$ cat config.mk
export PLATFORM = sky130hd
export DESIGN_NAME = clock_source_pll_config
export DESIGN_NICKNAME = d
export VERILOG_FILES = /design/src/clock_source_pll_config_pkg.sv /design/src/clock_source_pll_config.sv
export VERILOG_INCLUDE_DIRS = /design/src
export SDC_FILE = /design/constraint.sdc
export NUM_CORES = 1
export LEC_CHECK = 0
export BUFFER_PORTS_ARGS = -buffer_cell sky130_fd_sc_hd__buf_2
export CORE_ASPECT_RATIO = 1.4
export CORE_MARGIN = 1
export CORE_UTILIZATION = 48
export DETAILED_ROUTE_END_ITERATION = 16
export PLACE_DENSITY = 0.75
export SETUP_SLACK_MARGIN = 0.02
export SYNTH_ARGS = -nofsm -noshare
export SYNTH_HDL_FRONTEND = slang
export SYNTH_SLANG_ARGS = --single-unit
$ cat constraint.sdc
create_clock -name pclk -period 1.8 [get_ports pclk]
set_clock_uncertainty 0.1 [all_clocks]
set_input_delay 0.09 -clock pclk [delete_from_list [all_inputs] [get_ports pclk]]
set_output_delay 0.09 -clock pclk [all_outputs]
set_load 0.01 [all_outputs]
$ cat src/clock_source_pll_config_params.svh
// register map, field positions, reset values and counts of the clock source configuration
// assumes inclusion by bare name from the package, the design file and the checker
`ifndef CLOCK_SOURCE_PLL_CONFIG_PARAMS_SVH
`define CLOCK_SOURCE_PLL_CONFIG_PARAMS_SVH

// register indices; byte address is four times the index
`define IDX_PLL_POWER_POLARITY 12'h010
`define IDX_VCO_CALIBRATION    12'h018
`define IDX_VCO_DIVIDER        12'h1e0
`define IDX_DIST_SOURCE        12'h1e1
`define IDX_STAGED_UPDATE      12'h232
`define IDX_CONFIG_STATUS      12'h233

`define ADDR_W                 14

// field positions
`define PLL_POWER_HI           1
`define PLL_POWER_LO           0
`define PFD_POLARITY_BIT       7
`define CAL_REQUEST_BIT        0
`define VCO_DIV_HI             2
`define VCO_DIV_LO             0
`define DIV_BYPASS_BIT         0
`define VCO_SELECT_BIT         1
`define UPDATE_BIT             0

// field values
`define PLL_POWER_NORMAL       2'h0
`define PLL_POWER_DOWN_ASYNC   2'h1
`define VCO_DIV_CODE_MAX       3'h4
`define VCO_DIV_RATIO_BASE     3'h2

// reset values
`define RST_PLL_POWER_POLARITY 8'h01
`define RST_VCO_CALIBRATION    8'h00
`define RST_VCO_DIVIDER        8'h02
`define RST_DIST_SOURCE        8'h00

// calibration length in pclk cycles
`define CAL_CYCLES_DEFAULT     1000
`define CAL_COUNT_W            16

`endif

$ cat src/clock_source_pll_config_pkg.sv
// types shared by the clock source configuration block
// assumes the params header is on the include path
`include "clock_source_pll_config_params.svh"

package clock_source_pll_config_pkg;

    // settings that drive the analog clock path
    typedef struct packed {
        logic       pll_enable;
        logic       pll_powerdown_async;
        logic       pfd_negative;
        logic [2:0] divider_ratio;
        logic       divider_bypass;
        logic       vco_select;
    } clock_path_cfg_t;

    // calibration handshake toward the vco
    typedef struct packed {
        logic start;
        logic reset;
        logic busy;
    } vco_cal_ctrl_t;

    typedef enum logic [1:0] {
        cal_idle,
        cal_running,
        cal_done
    } cal_state_t;

endpackage : clock_source_pll_config_pkg

$ cat src/clock_source_pll_config.sv
// staged configuration of pll power, pfd polarity, vco divider and distribution source
// assumes an apb master on pclk and analog clock path logic reading the struct outputs
//
// Summary of operation
// - power field 01 powers down, 00 runs
// - bypass bit 1 skips the vco divider
// - source bit 0 clk pin, 1 internal vco
// - polarity bit 1 negative, 0 positive
// - polarity applies only with external vco
// - staged values take effect on update write
// - calibrate bit plus update starts calibration
// - divider code selects ratio two to six
// - reset values: pll off, divide four, clk
// - calibrate cleared then update resets calibration
//
// Decided for this implementation: the APB slave port.
`include "clock_source_pll_config_params.svh"

module clock_source_pll_config #(
    parameter int CAL_CYCLES = `CAL_CYCLES_DEFAULT
) (
    input  wire logic                                     pclk,
    input  wire logic                                     presetn,
    input  wire logic                                     psel,
    input  wire logic                                     penable,
    input  wire logic                                     pwrite,
    input  wire logic [`ADDR_W-1:0]                       paddr,
    input  wire logic [31:0]                              pwdata,
    output logic      [31:0]                              prdata,
    output logic                                          pready,
    output logic                                          pslverr,
    output clock_source_pll_config_pkg::clock_path_cfg_t  clk_path,
    output clock_source_pll_config_pkg::vco_cal_ctrl_t    vco_cal
);

    localparam logic [`CAL_COUNT_W-1:0] CAL_LAST = (`CAL_COUNT_W)'(CAL_CYCLES - 1);

    generate
        if (CAL_CYCLES < 1 || CAL_CYCLES > 65536) begin : g_bad_cal
            $error("CAL_CYCLES out of range");
        end
    endgenerate

    // staged copies written by software
    logic [7:0] staged_power;
    logic [7:0] staged_cal;
    logic [7:0] staged_div;
    logic [7:0] staged_src;
    logic       update_pending;

    // active copies used by the clock path
    logic [7:0] active_power;
    logic [7:0] active_cal;
    logic [7:0] active_div;
    logic [7:0] active_src;

    clock_source_pll_config_pkg::cal_state_t cal_state;
    logic [`CAL_COUNT_W-1:0]                 cal_count;

    // decode
    wire                      setup_phase = psel & ~penable;
    wire                      write_done  = psel & penable & pwrite & pready;
    wire                      aligned     = (paddr[1:0] == 2'h0);
    wire [`ADDR_W-3:0]        reg_idx     = paddr[`ADDR_W-1:2];
    wire                      hit_power   = aligned & (reg_idx == `IDX_PLL_POWER_POLARITY);
    wire                      hit_cal     = aligned & (reg_idx == `IDX_VCO_CALIBRATION);
    wire                      hit_div     = aligned & (reg_idx == `IDX_VCO_DIVIDER);
    wire                      hit_src     = aligned & (reg_idx == `IDX_DIST_SOURCE);
    wire                      hit_update  = aligned & (reg_idx == `IDX_STAGED_UPDATE);
    wire                      hit_status  = aligned & (reg_idx == `IDX_CONFIG_STATUS);
    wire                      hit_any     = hit_power | hit_cal | hit_div | hit_src
                                            | hit_update | hit_status;
    wire                      wr_power    = write_done & hit_power;
    wire                      wr_cal      = write_done & hit_cal;
    wire                      wr_div      = write_done & hit_div;
    wire                      wr_src      = write_done & hit_src;
    wire                      wr_update   = write_done & hit_update & pwdata[`UPDATE_BIT];

    // calibration edges decided at transfer time
    wire staged_cal_req = staged_cal[`CAL_REQUEST_BIT];
    wire active_cal_req = active_cal[`CAL_REQUEST_BIT];
    wire cal_kick       = update_pending & staged_cal_req & ~active_cal_req;
    wire cal_clear      = update_pending & ~staged_cal_req & active_cal_req;

    // status word shows active state and calibration progress
    wire [7:0] status_word = {3'h0,
                              clk_path.pll_enable,
                              active_cal_req,
                              (cal_state == clock_source_pll_config_pkg::cal_done),
                              (cal_state == clock_source_pll_config_pkg::cal_running),
                              update_pending};

    wire [7:0] read_byte = hit_power  ? staged_power :
                           hit_cal    ? staged_cal   :
                           hit_div    ? staged_div   :
                           hit_src    ? staged_src   :
                           hit_update ? {7'h0, update_pending} :
                           hit_status ? status_word  : 8'h00;

    // active field decode
    wire [1:0] power_field = active_power[`PLL_POWER_HI:`PLL_POWER_LO];
    wire       vco_sel     = active_src[`VCO_SELECT_BIT];
    wire [2:0] div_code    = active_div[`VCO_DIV_HI:`VCO_DIV_LO];
    // codes above the top ratio saturate rather than stop the divider
    wire [2:0] div_code_ok = (div_code > `VCO_DIV_CODE_MAX) ? `VCO_DIV_CODE_MAX : div_code;

    clock_source_pll_config_pkg::clock_path_cfg_t next_clk_path;

    always_comb begin
        next_clk_path                     = '0;
        next_clk_path.pll_enable          = (power_field == `PLL_POWER_NORMAL);
        next_clk_path.pll_powerdown_async = (power_field == `PLL_POWER_DOWN_ASYNC);
        // internal vco ignores the polarity bit
        next_clk_path.pfd_negative        = active_power[`PFD_POLARITY_BIT]
                                            & ~vco_sel;
        next_clk_path.divider_ratio       = div_code_ok + `VCO_DIV_RATIO_BASE;
        next_clk_path.divider_bypass      = active_src[`DIV_BYPASS_BIT];
        next_clk_path.vco_select          = vco_sel;
    end

    // apb answer: ready in the first access cycle, error on unmapped or unaligned
    wire        next_pready  = setup_phase;
    wire        next_pslverr = setup_phase & ~hit_any;
    wire [31:0] next_prdata  = (setup_phase & ~pwrite) ? {24'h00_0000, read_byte}
                                                       : 32'h0000_0000;

    always_ff @(posedge pclk or negedge presetn) begin
        if (!presetn) begin
            pready <= 1'b0;
        end else begin
            pready <= next_pready;
        end
    end

    always_ff @(posedge pclk or negedge presetn) begin
        if (!presetn) begin
            pslverr <= 1'b0;
        end else begin
            pslverr <= next_pslverr;
        end
    end

    always_ff @(posedge pclk or negedge presetn) begin
        if (!presetn) begin
            prdata <= 32'h0000_0000;
        end else begin
            prdata <= next_prdata;
        end
    end

    // staged registers
    always_ff @(posedge pclk or negedge presetn) begin
        if (!presetn) begin
            staged_power <= `RST_PLL_POWER_POLARITY;
        end else if (wr_power) begin
            staged_power <= pwdata[7:0];
        end
    end

    always_ff @(posedge pclk or negedge presetn) begin
        if (!presetn) begin
            staged_cal <= `RST_VCO_CALIBRATION;
        end else if (wr_cal) begin
            staged_cal <= pwdata[7:0];
        end
    end

    always_ff @(posedge pclk or negedge presetn) begin
        if (!presetn) begin
            staged_div <= `RST_VCO_DIVIDER;
        end else if (wr_div) begin
            staged_div <= pwdata[7:0];
        end
    end

    always_ff @(posedge pclk or negedge presetn) begin
        if (!presetn) begin
            staged_src <= `RST_DIST_SOURCE;
        end else if (wr_src) begin
            staged_src <= pwdata[7:0];
        end
    end

    // a new update write wins over the self clear
    always_ff @(posedge pclk or negedge presetn) begin
        if (!presetn) begin
            update_pending <= 1'b0;
        end else if (wr_update) begin
            update_pending <= 1'b1;
        end else if (update_pending) begin
            update_pending <= 1'b0;
        end
    end

    // transfer staged to active, one cycle after the update write
    always_ff @(posedge pclk or negedge presetn) begin
        if (!presetn) begin
            active_power <= `RST_PLL_POWER_POLARITY;
        end else if (update_pending) begin
            active_power <= staged_power;
        end
    end

    always_ff @(posedge pclk or negedge presetn) begin
        if (!presetn) begin
            active_cal <= `RST_VCO_CALIBRATION;
        end else if (update_pending) begin
            active_cal <= staged_cal;
        end
    end

    always_ff @(posedge pclk or negedge presetn) begin
        if (!presetn) begin
            active_div <= `RST_VCO_DIVIDER;
        end else if (update_pending) begin
            active_div <= staged_div;
        end
    end

    always_ff @(posedge pclk or negedge presetn) begin
        if (!presetn) begin
            active_src <= `RST_DIST_SOURCE;
        end else if (update_pending) begin
            active_src <= staged_src;
        end
    end

    // outputs to the clock path, one cycle behind the active copies
    always_ff @(posedge pclk or negedge presetn) begin
        if (!presetn) begin
            clk_path <= '0;
        end else begin
            clk_path <= next_clk_path;
        end
    end

    // calibration sequencer; a second start needs a calibration reset first
    clock_source_pll_config_pkg::cal_state_t    next_cal_state;
    clock_source_pll_config_pkg::vco_cal_ctrl_t next_vco_cal;
    wire                                        cal_at_end     = (cal_count == CAL_LAST);
    // counter moves only while running, so every start counts from zero
    wire [`CAL_COUNT_W-1:0]                     next_cal_count =
        (cal_state == clock_source_pll_config_pkg::cal_running) ? cal_count + 1'b1 : '0;

    always_comb begin
        next_cal_state = cal_state;
        case (cal_state)
            clock_source_pll_config_pkg::cal_idle: begin
                if (cal_kick) begin
                    next_cal_state = clock_source_pll_config_pkg::cal_running;
                end
            end
            clock_source_pll_config_pkg::cal_running: begin
                if (cal_clear) begin
                    next_cal_state = clock_source_pll_config_pkg::cal_idle;
                end else if (cal_at_end) begin
                    next_cal_state = clock_source_pll_config_pkg::cal_done;
                end
            end
            clock_source_pll_config_pkg::cal_done: begin
                if (cal_clear) begin
                    next_cal_state = clock_source_pll_config_pkg::cal_idle;
                end
            end
            default: begin
                next_cal_state = clock_source_pll_config_pkg::cal_idle;
            end
        endcase
    end

    always_comb begin
        next_vco_cal       = '0;
        next_vco_cal.start = cal_kick;
        next_vco_cal.reset = cal_clear;
        next_vco_cal.busy  = (next_cal_state == clock_source_pll_config_pkg::cal_running);
    end

    always_ff @(posedge pclk or negedge presetn) begin
        if (!presetn) begin
            cal_state <= clock_source_pll_config_pkg::cal_idle;
            cal_count <= '0;
        end else begin
            cal_state <= next_cal_state;
            cal_count <= next_cal_count;
        end
    end

    always_ff @(posedge pclk or negedge presetn) begin
        if (!presetn) begin
            vco_cal <= '0;
        end else begin
            vco_cal <= next_vco_cal;
        end
    end

endmodule : clock_source_pll_config

==> impl_metrics.xml <==
<?xml version="1.0" encoding="UTF-8"?>
<metrics>
  <group name="pwr">
    <metric name="p_total" unit="W">0.00322</metric>
    <metric name="p_leak" unit="nW">2.23</metric>
    <metric name="vdd_ir_drop_max" unit="V">0.000645</metric>
    <metric name="p_per_area" unit="nW/um^2">718</metric>
  </group>
  <group name="synth">
    <metric name="yosysWarnings" unit="">0</metric>
    <metric name="netlist_area" unit="sq um">3700</metric>
    <metric name="yosysSeqAreaShare" unit="%">54.9</metric>
    <metric name="synth.avg_cell_area" unit="sq um">12.2</metric>
    <metric name="netlist.top_cell.by_area" unit="">sky130_fd_sc_hd__dfrtp_1</metric>
    <metric name="synth_seq_cells" unit="">81</metric>
    <metric name="yosysTopAreaCellShare" unit="%">52.1</metric>
    <metric name="post_synth_cell_types" unit="">42</metric>
    <metric name="netlist_top_cells_area" unit="">sky130_fd_sc_hd__dfrtp_1 (52%), sky130_fd_sc_hd__mux2_2 (12%), sky130_fd_sc_hd__buf_4 (4.9%)</metric>
    <metric name="syn_inst" unit="">304</metric>
  </group>
  <group name="sta">
    <metric name="timing.final.crit_share" unit="%">97.5</metric>
    <metric name="final_max_slew_viol_count" unit="">0</metric>
    <metric name="finalCriticalPeriod" unit="ps">1760</metric>
    <metric name="max_slew.worst_pin.slew" unit="ps">576</metric>
    <metric name="holdWs" unit="ps">56.4</metric>
    <metric name="final-setup-viol-count" unit="">0</metric>
    <metric name="grt_setup_unrepaired" unit="">true</metric>
    <metric name="max-slew-margin-rel" unit="%">61.6</metric>
    <metric name="finalHoldViolCount" unit="">0</metric>
    <metric name="max_clock_freq" unit="MHz">570</metric>
  </group>
  <group name="die">
    <metric name="num_io_pins" unit="">96</metric>
    <metric name="die_area" unit="sq um">8060</metric>
    <metric name="start_util" unit="%">49.9</metric>
    <metric name="placeableCoreArea" unit="sq um">7410</metric>
    <metric name="chipWidth" unit="um">76.2</metric>
    <metric name="die_h" unit="um">106</metric>
    <metric name="placement_rows" unit="">37</metric>
  </group>
  <group name="global_route">
    <metric name="groute.layer.met2.usage" unit="%">36.6</metric>
    <metric name="globalRouteOverflowTotal" unit="">0</metric>
    <metric name="total_routing_usage_gr" unit="%">20.5</metric>
    <metric name="grt_max_degree" unit="">44</metric>
    <metric name="met3_usage" unit="%">5.02</metric>
    <metric name="grt_pass1_vias" unit="">2684</metric>
    <metric name="grt_antenna_before_repair" unit="">0</metric>
    <metric name="grt_most_used_layer" unit="">met2</metric>
    <metric name="grt_first_pass_wirelength" unit="mm">12.6</metric>
    <metric name="met1_usage" unit="%">22.9</metric>
  </group>
  <group name="worst_setup_path">
    <metric name="data_arrival_time_of_the_critical_path" unit="ps">1890</metric>
    <metric name="worstPathRequired" unit="ps">1940</metric>
    <metric name="cp-start-kind" unit="">register</metric>
    <metric name="critical_path_class" unit="">register to register</metric>
    <metric name="endpoint_kind" unit="">register</metric>
    <metric name="reg2regPathDepth" unit="">5</metric>
    <metric name="critPathMaxFanout" unit="">3</metric>
  </group>
  <group name="clocking">
    <metric name="cts_inserted_buffers" unit="">9</metric>
    <metric name="clk_root_buffer_cell" unit="">sky130_fd_sc_hd__clkbuf_8</metric>
    <metric name="ctsHtreeMaxLevel" unit="">3</metric>
    <metric name="worst_setup_hold_path_clk_slew" unit="ps">90</metric>
    <metric name="clk-insertion-delay-late" unit="ps">350</metric>
    <metric name="clock_tree_from_tritoncts" unit="">built</metric>
    <metric name="cts_buffer_depth" unit="">2</metric>
    <metric name="clock_sinks" unit="">81</metric>
  </group>
  <group name="route">
    <metric name="route.detailed.wl_per_inst" unit="um">15.0</metric>
    <metric name="drtPass1Iterations" unit="">4</metric>
    <metric name="detailedRoute.firstIterationViolations" unit="">91</metric>
    <metric name="route.detailed.vias_per_inst" unit="">5.12</metric>
    <metric name="finalWirelength" unit="mm">7.42</metric>
    <metric name="vias" unit="">2540</metric>
    <metric name="antenna_violating_nets_post_route" unit="">0</metric>
    <metric name="route.detailed.drc" unit="">0</metric>
  </group>
  <group name="placed_design">
    <metric name="dp_hpwl" unit="mm">5.30</metric>
    <metric name="placement.io_buffers" unit="">47</metric>
    <metric name="gp_congestion" unit="">0.817</metric>
  </group>
  <group name="hold_path">
    <metric name="hold_class" unit="">primary input to register</metric>
    <metric name="hold-path-cell-count" unit="">3</metric>
  </group>
  <group name="final_layout">
    <metric name="final_cell_mix" unit="">sky130_fd_sc_hd__dfrtp_1 (77), sky130_fd_sc_hd__buf_2 (46), sky130_fd_sc_hd__mux2_2 (39)</metric>
    <metric name="layout.cells.most_common" unit="">sky130_fd_sc_hd__dfrtp_1</metric>
    <metric name="multiInputGateArea" unit="sq um">1550</metric>
    <metric name="post_route_cells_drive_above_1_share" unit="%">36.6</metric>
    <metric name="final_net_count" unit="">446</metric>
    <metric name="layout.filler_cells" unit="">604</metric>
    <metric name="diodes" unit="">0</metric>
    <metric name="finish.utilization" unit="%">60.6</metric>
    <metric name="seqCellArea" unit="sq um">2030</metric>
    <metric name="area_growth" unit="%">21.3</metric>
  </group>
  <group name="run">
    <metric name="maxCapViolCount" unit="">0</metric>
  </group>
  <group name="run_status">
    <metric name="status" unit="">complete, no violations</metric>
  </group>
</metrics>
[Yosys cell counts]
| library cell | number |
|---|---|
| sky130_fd_sc_hd__nand4_1 | 5 |
| sky130_fd_sc_hd__buf_4 | 24 |
| sky130_fd_sc_hd__a32oi_1 | 1 |
| sky130_fd_sc_hd__a21boi_0 | 1 |
| sky130_fd_sc_hd__and3_1 | 2 |
| sky130_fd_sc_hd__and4_1 | 6 |
| sky130_fd_sc_hd__mux2_1 | 1 |
| sky130_fd_sc_hd__a221oi_1 | 3 |
| sky130_fd_sc_hd__and2_1 | 5 |
| sky130_fd_sc_hd__nand2_1 | 16 |
| sky130_fd_sc_hd__xor2_1 | 10 |
| sky130_fd_sc_hd__nor3_1 | 5 |
| sky130_fd_sc_hd__o22ai_1 | 3 |
| sky130_fd_sc_hd__a211oi_1 | 3 |
| sky130_fd_sc_hd__or4_1 | 1 |
| sky130_fd_sc_hd__nor4_4 | 1 |
| sky130_fd_sc_hd__dfstp_2 | 4 |
| sky130_fd_sc_hd__conb_1 | 1 |
| sky130_fd_sc_hd__ha_1 | 1 |
| sky130_fd_sc_hd__nor4b_1 | 1 |
| sky130_fd_sc_hd__dfrtp_1 | 77 |
| sky130_fd_sc_hd__o311a_1 | 1 |
| sky130_fd_sc_hd__nor2b_1 | 9 |
| sky130_fd_sc_hd__a31oi_1 | 2 |
| sky130_fd_sc_hd__or2_2 | 3 |
| sky130_fd_sc_hd__nor4_1 | 2 |
| sky130_fd_sc_hd__inv_1 | 4 |
| sky130_fd_sc_hd__and4b_1 | 1 |
| sky130_fd_sc_hd__mux2_2 | 39 |
| sky130_fd_sc_hd__o221ai_1 | 1 |
| sky130_fd_sc_hd__nand4_4 | 1 |
| sky130_fd_sc_hd__nand2b_1 | 7 |
| sky130_fd_sc_hd__nor3_4 | 3 |
| sky130_fd_sc_hd__mux2i_1 | 8 |
| sky130_fd_sc_hd__o21a_1 | 2 |
| sky130_fd_sc_hd__clkbuf_1 | 5 |
| sky130_fd_sc_hd__nor3_2 | 1 |
| sky130_fd_sc_hd__xnor2_1 | 4 |
| sky130_fd_sc_hd__nor2_1 | 25 |
| sky130_fd_sc_hd__nand3_1 | 6 |
| sky130_fd_sc_hd__nand3_4 | 1 |
| sky130_fd_sc_hd__o21ai_0 | 8 |
[registers in the layout, summed over array words and instances (netlist names)]
| name | flops |
|---|---|
| active_cal | 1 |
| pslverr | 1 |
| staged_power | 8 |
| clk_path | 8 |
| pready | 1 |
| staged_src | 8 |
| vco_cal | 3 |
| active_src | 2 |
| active_div | 3 |
| cal_state | 2 |
| staged_div | 8 |
| prdata | 8 |
| cal_count | 16 |
| active_power | 3 |
| update_pending | 1 |
| staged_cal | 8 |
[cells by family after synthesis]
group | after synthesis | share of synthesized area (%)
flops | 81 | 54.9
simple gates | 101 | 16.6
fa+ha+maj | 1 | 0.338
mux | 48 | 14.3
compound gates | 25 | 4.60
buf+inv | 33 | 5.78
other cells | 1 | 0.101
xor+xnor | 14 | 3.32
[report_power, final]
part           leakage [nW]  switching, W  internal (W)
clock network        0.0939      0.000669      0.000543
registers              1.10   0.000000807       0.00182
logic                  1.03      0.000118     0.0000678
total                  2.23      0.000788       0.00243
[per-stage QoR]
step / instances / worst slack, ps / setup TNS, ps / instance area (sq um)
2_1_floorplan: 327 / 117 / 0 / 3780
3_3_place_gp: 467 / -41.4 / -282 / 4170
3_5_place_dp: 467 / -59.8 / -453 / 4170
4_1_cts: 495 / 18.2 / 0 / 4480
5_1_grt: 496 / -35.3 / -64.8 / 4490
6_report: 496 / 44.3 / 0 / 4490
[critical path, stage by stage (launching register included)]
cell and delay, ps:
sky130_fd_sc_hd__dfrtp_1 410, sky130_fd_sc_hd__or4_4 540, sky130_fd_sc_hd__nor3_2 120, sky130_fd_sc_hd__nand4_1 150
sky130_fd_sc_hd__a31oi_1 250, sky130_fd_sc_hd__nor2_1 70
[layer usage]
metal  part of all wire [%]  vias up
met3                    3.3       14
met2                     53       59
met4                    1.9        0
met1                     42     1264
li1                       -     1203
met5                      0        -
[what timing repair did]
item / in CTS / in global routing
hold buffers: 11 / 0
buffers inserted: 1 / 1
endpoints found under the setup margin: 2 / 3
endpoints found under the hold margin: 72 / 0
gates resized for setup: 2 / 1
pin swaps: 2 / 3
[cell type report]
| class | instances | share of cell area, % |
|---|---|---|
| Clock buffer | 10 | 3.07 |
| Tap cell | 97 | 2.70 |
| Clock inverter | 6 | 0.948 |
| Inverter | 4 | 0.335 |
| Sequential cell | 81 | 45.3 |
| Multi-Input combinational cell | 213 | 34.6 |
| Timing Repair Buffer | 85 | 13.1 |
[final timing paths]
kind,to,slack (ps),from
worst max register to register,cal_state[0],40,cal_count[12]
worst min register to register,clk_path[1],280,active_src[0]
worst max-delay path,cal_state[0],40,cal_count[12]
min in group asynchronous,vco_cal[1],180,presetn
max in group asynchronous,clk_path[3],830,presetn
worst min-delay path,update_pending,60,paddr[2]
Note: power is estimated with default switching activity, not from simulation.
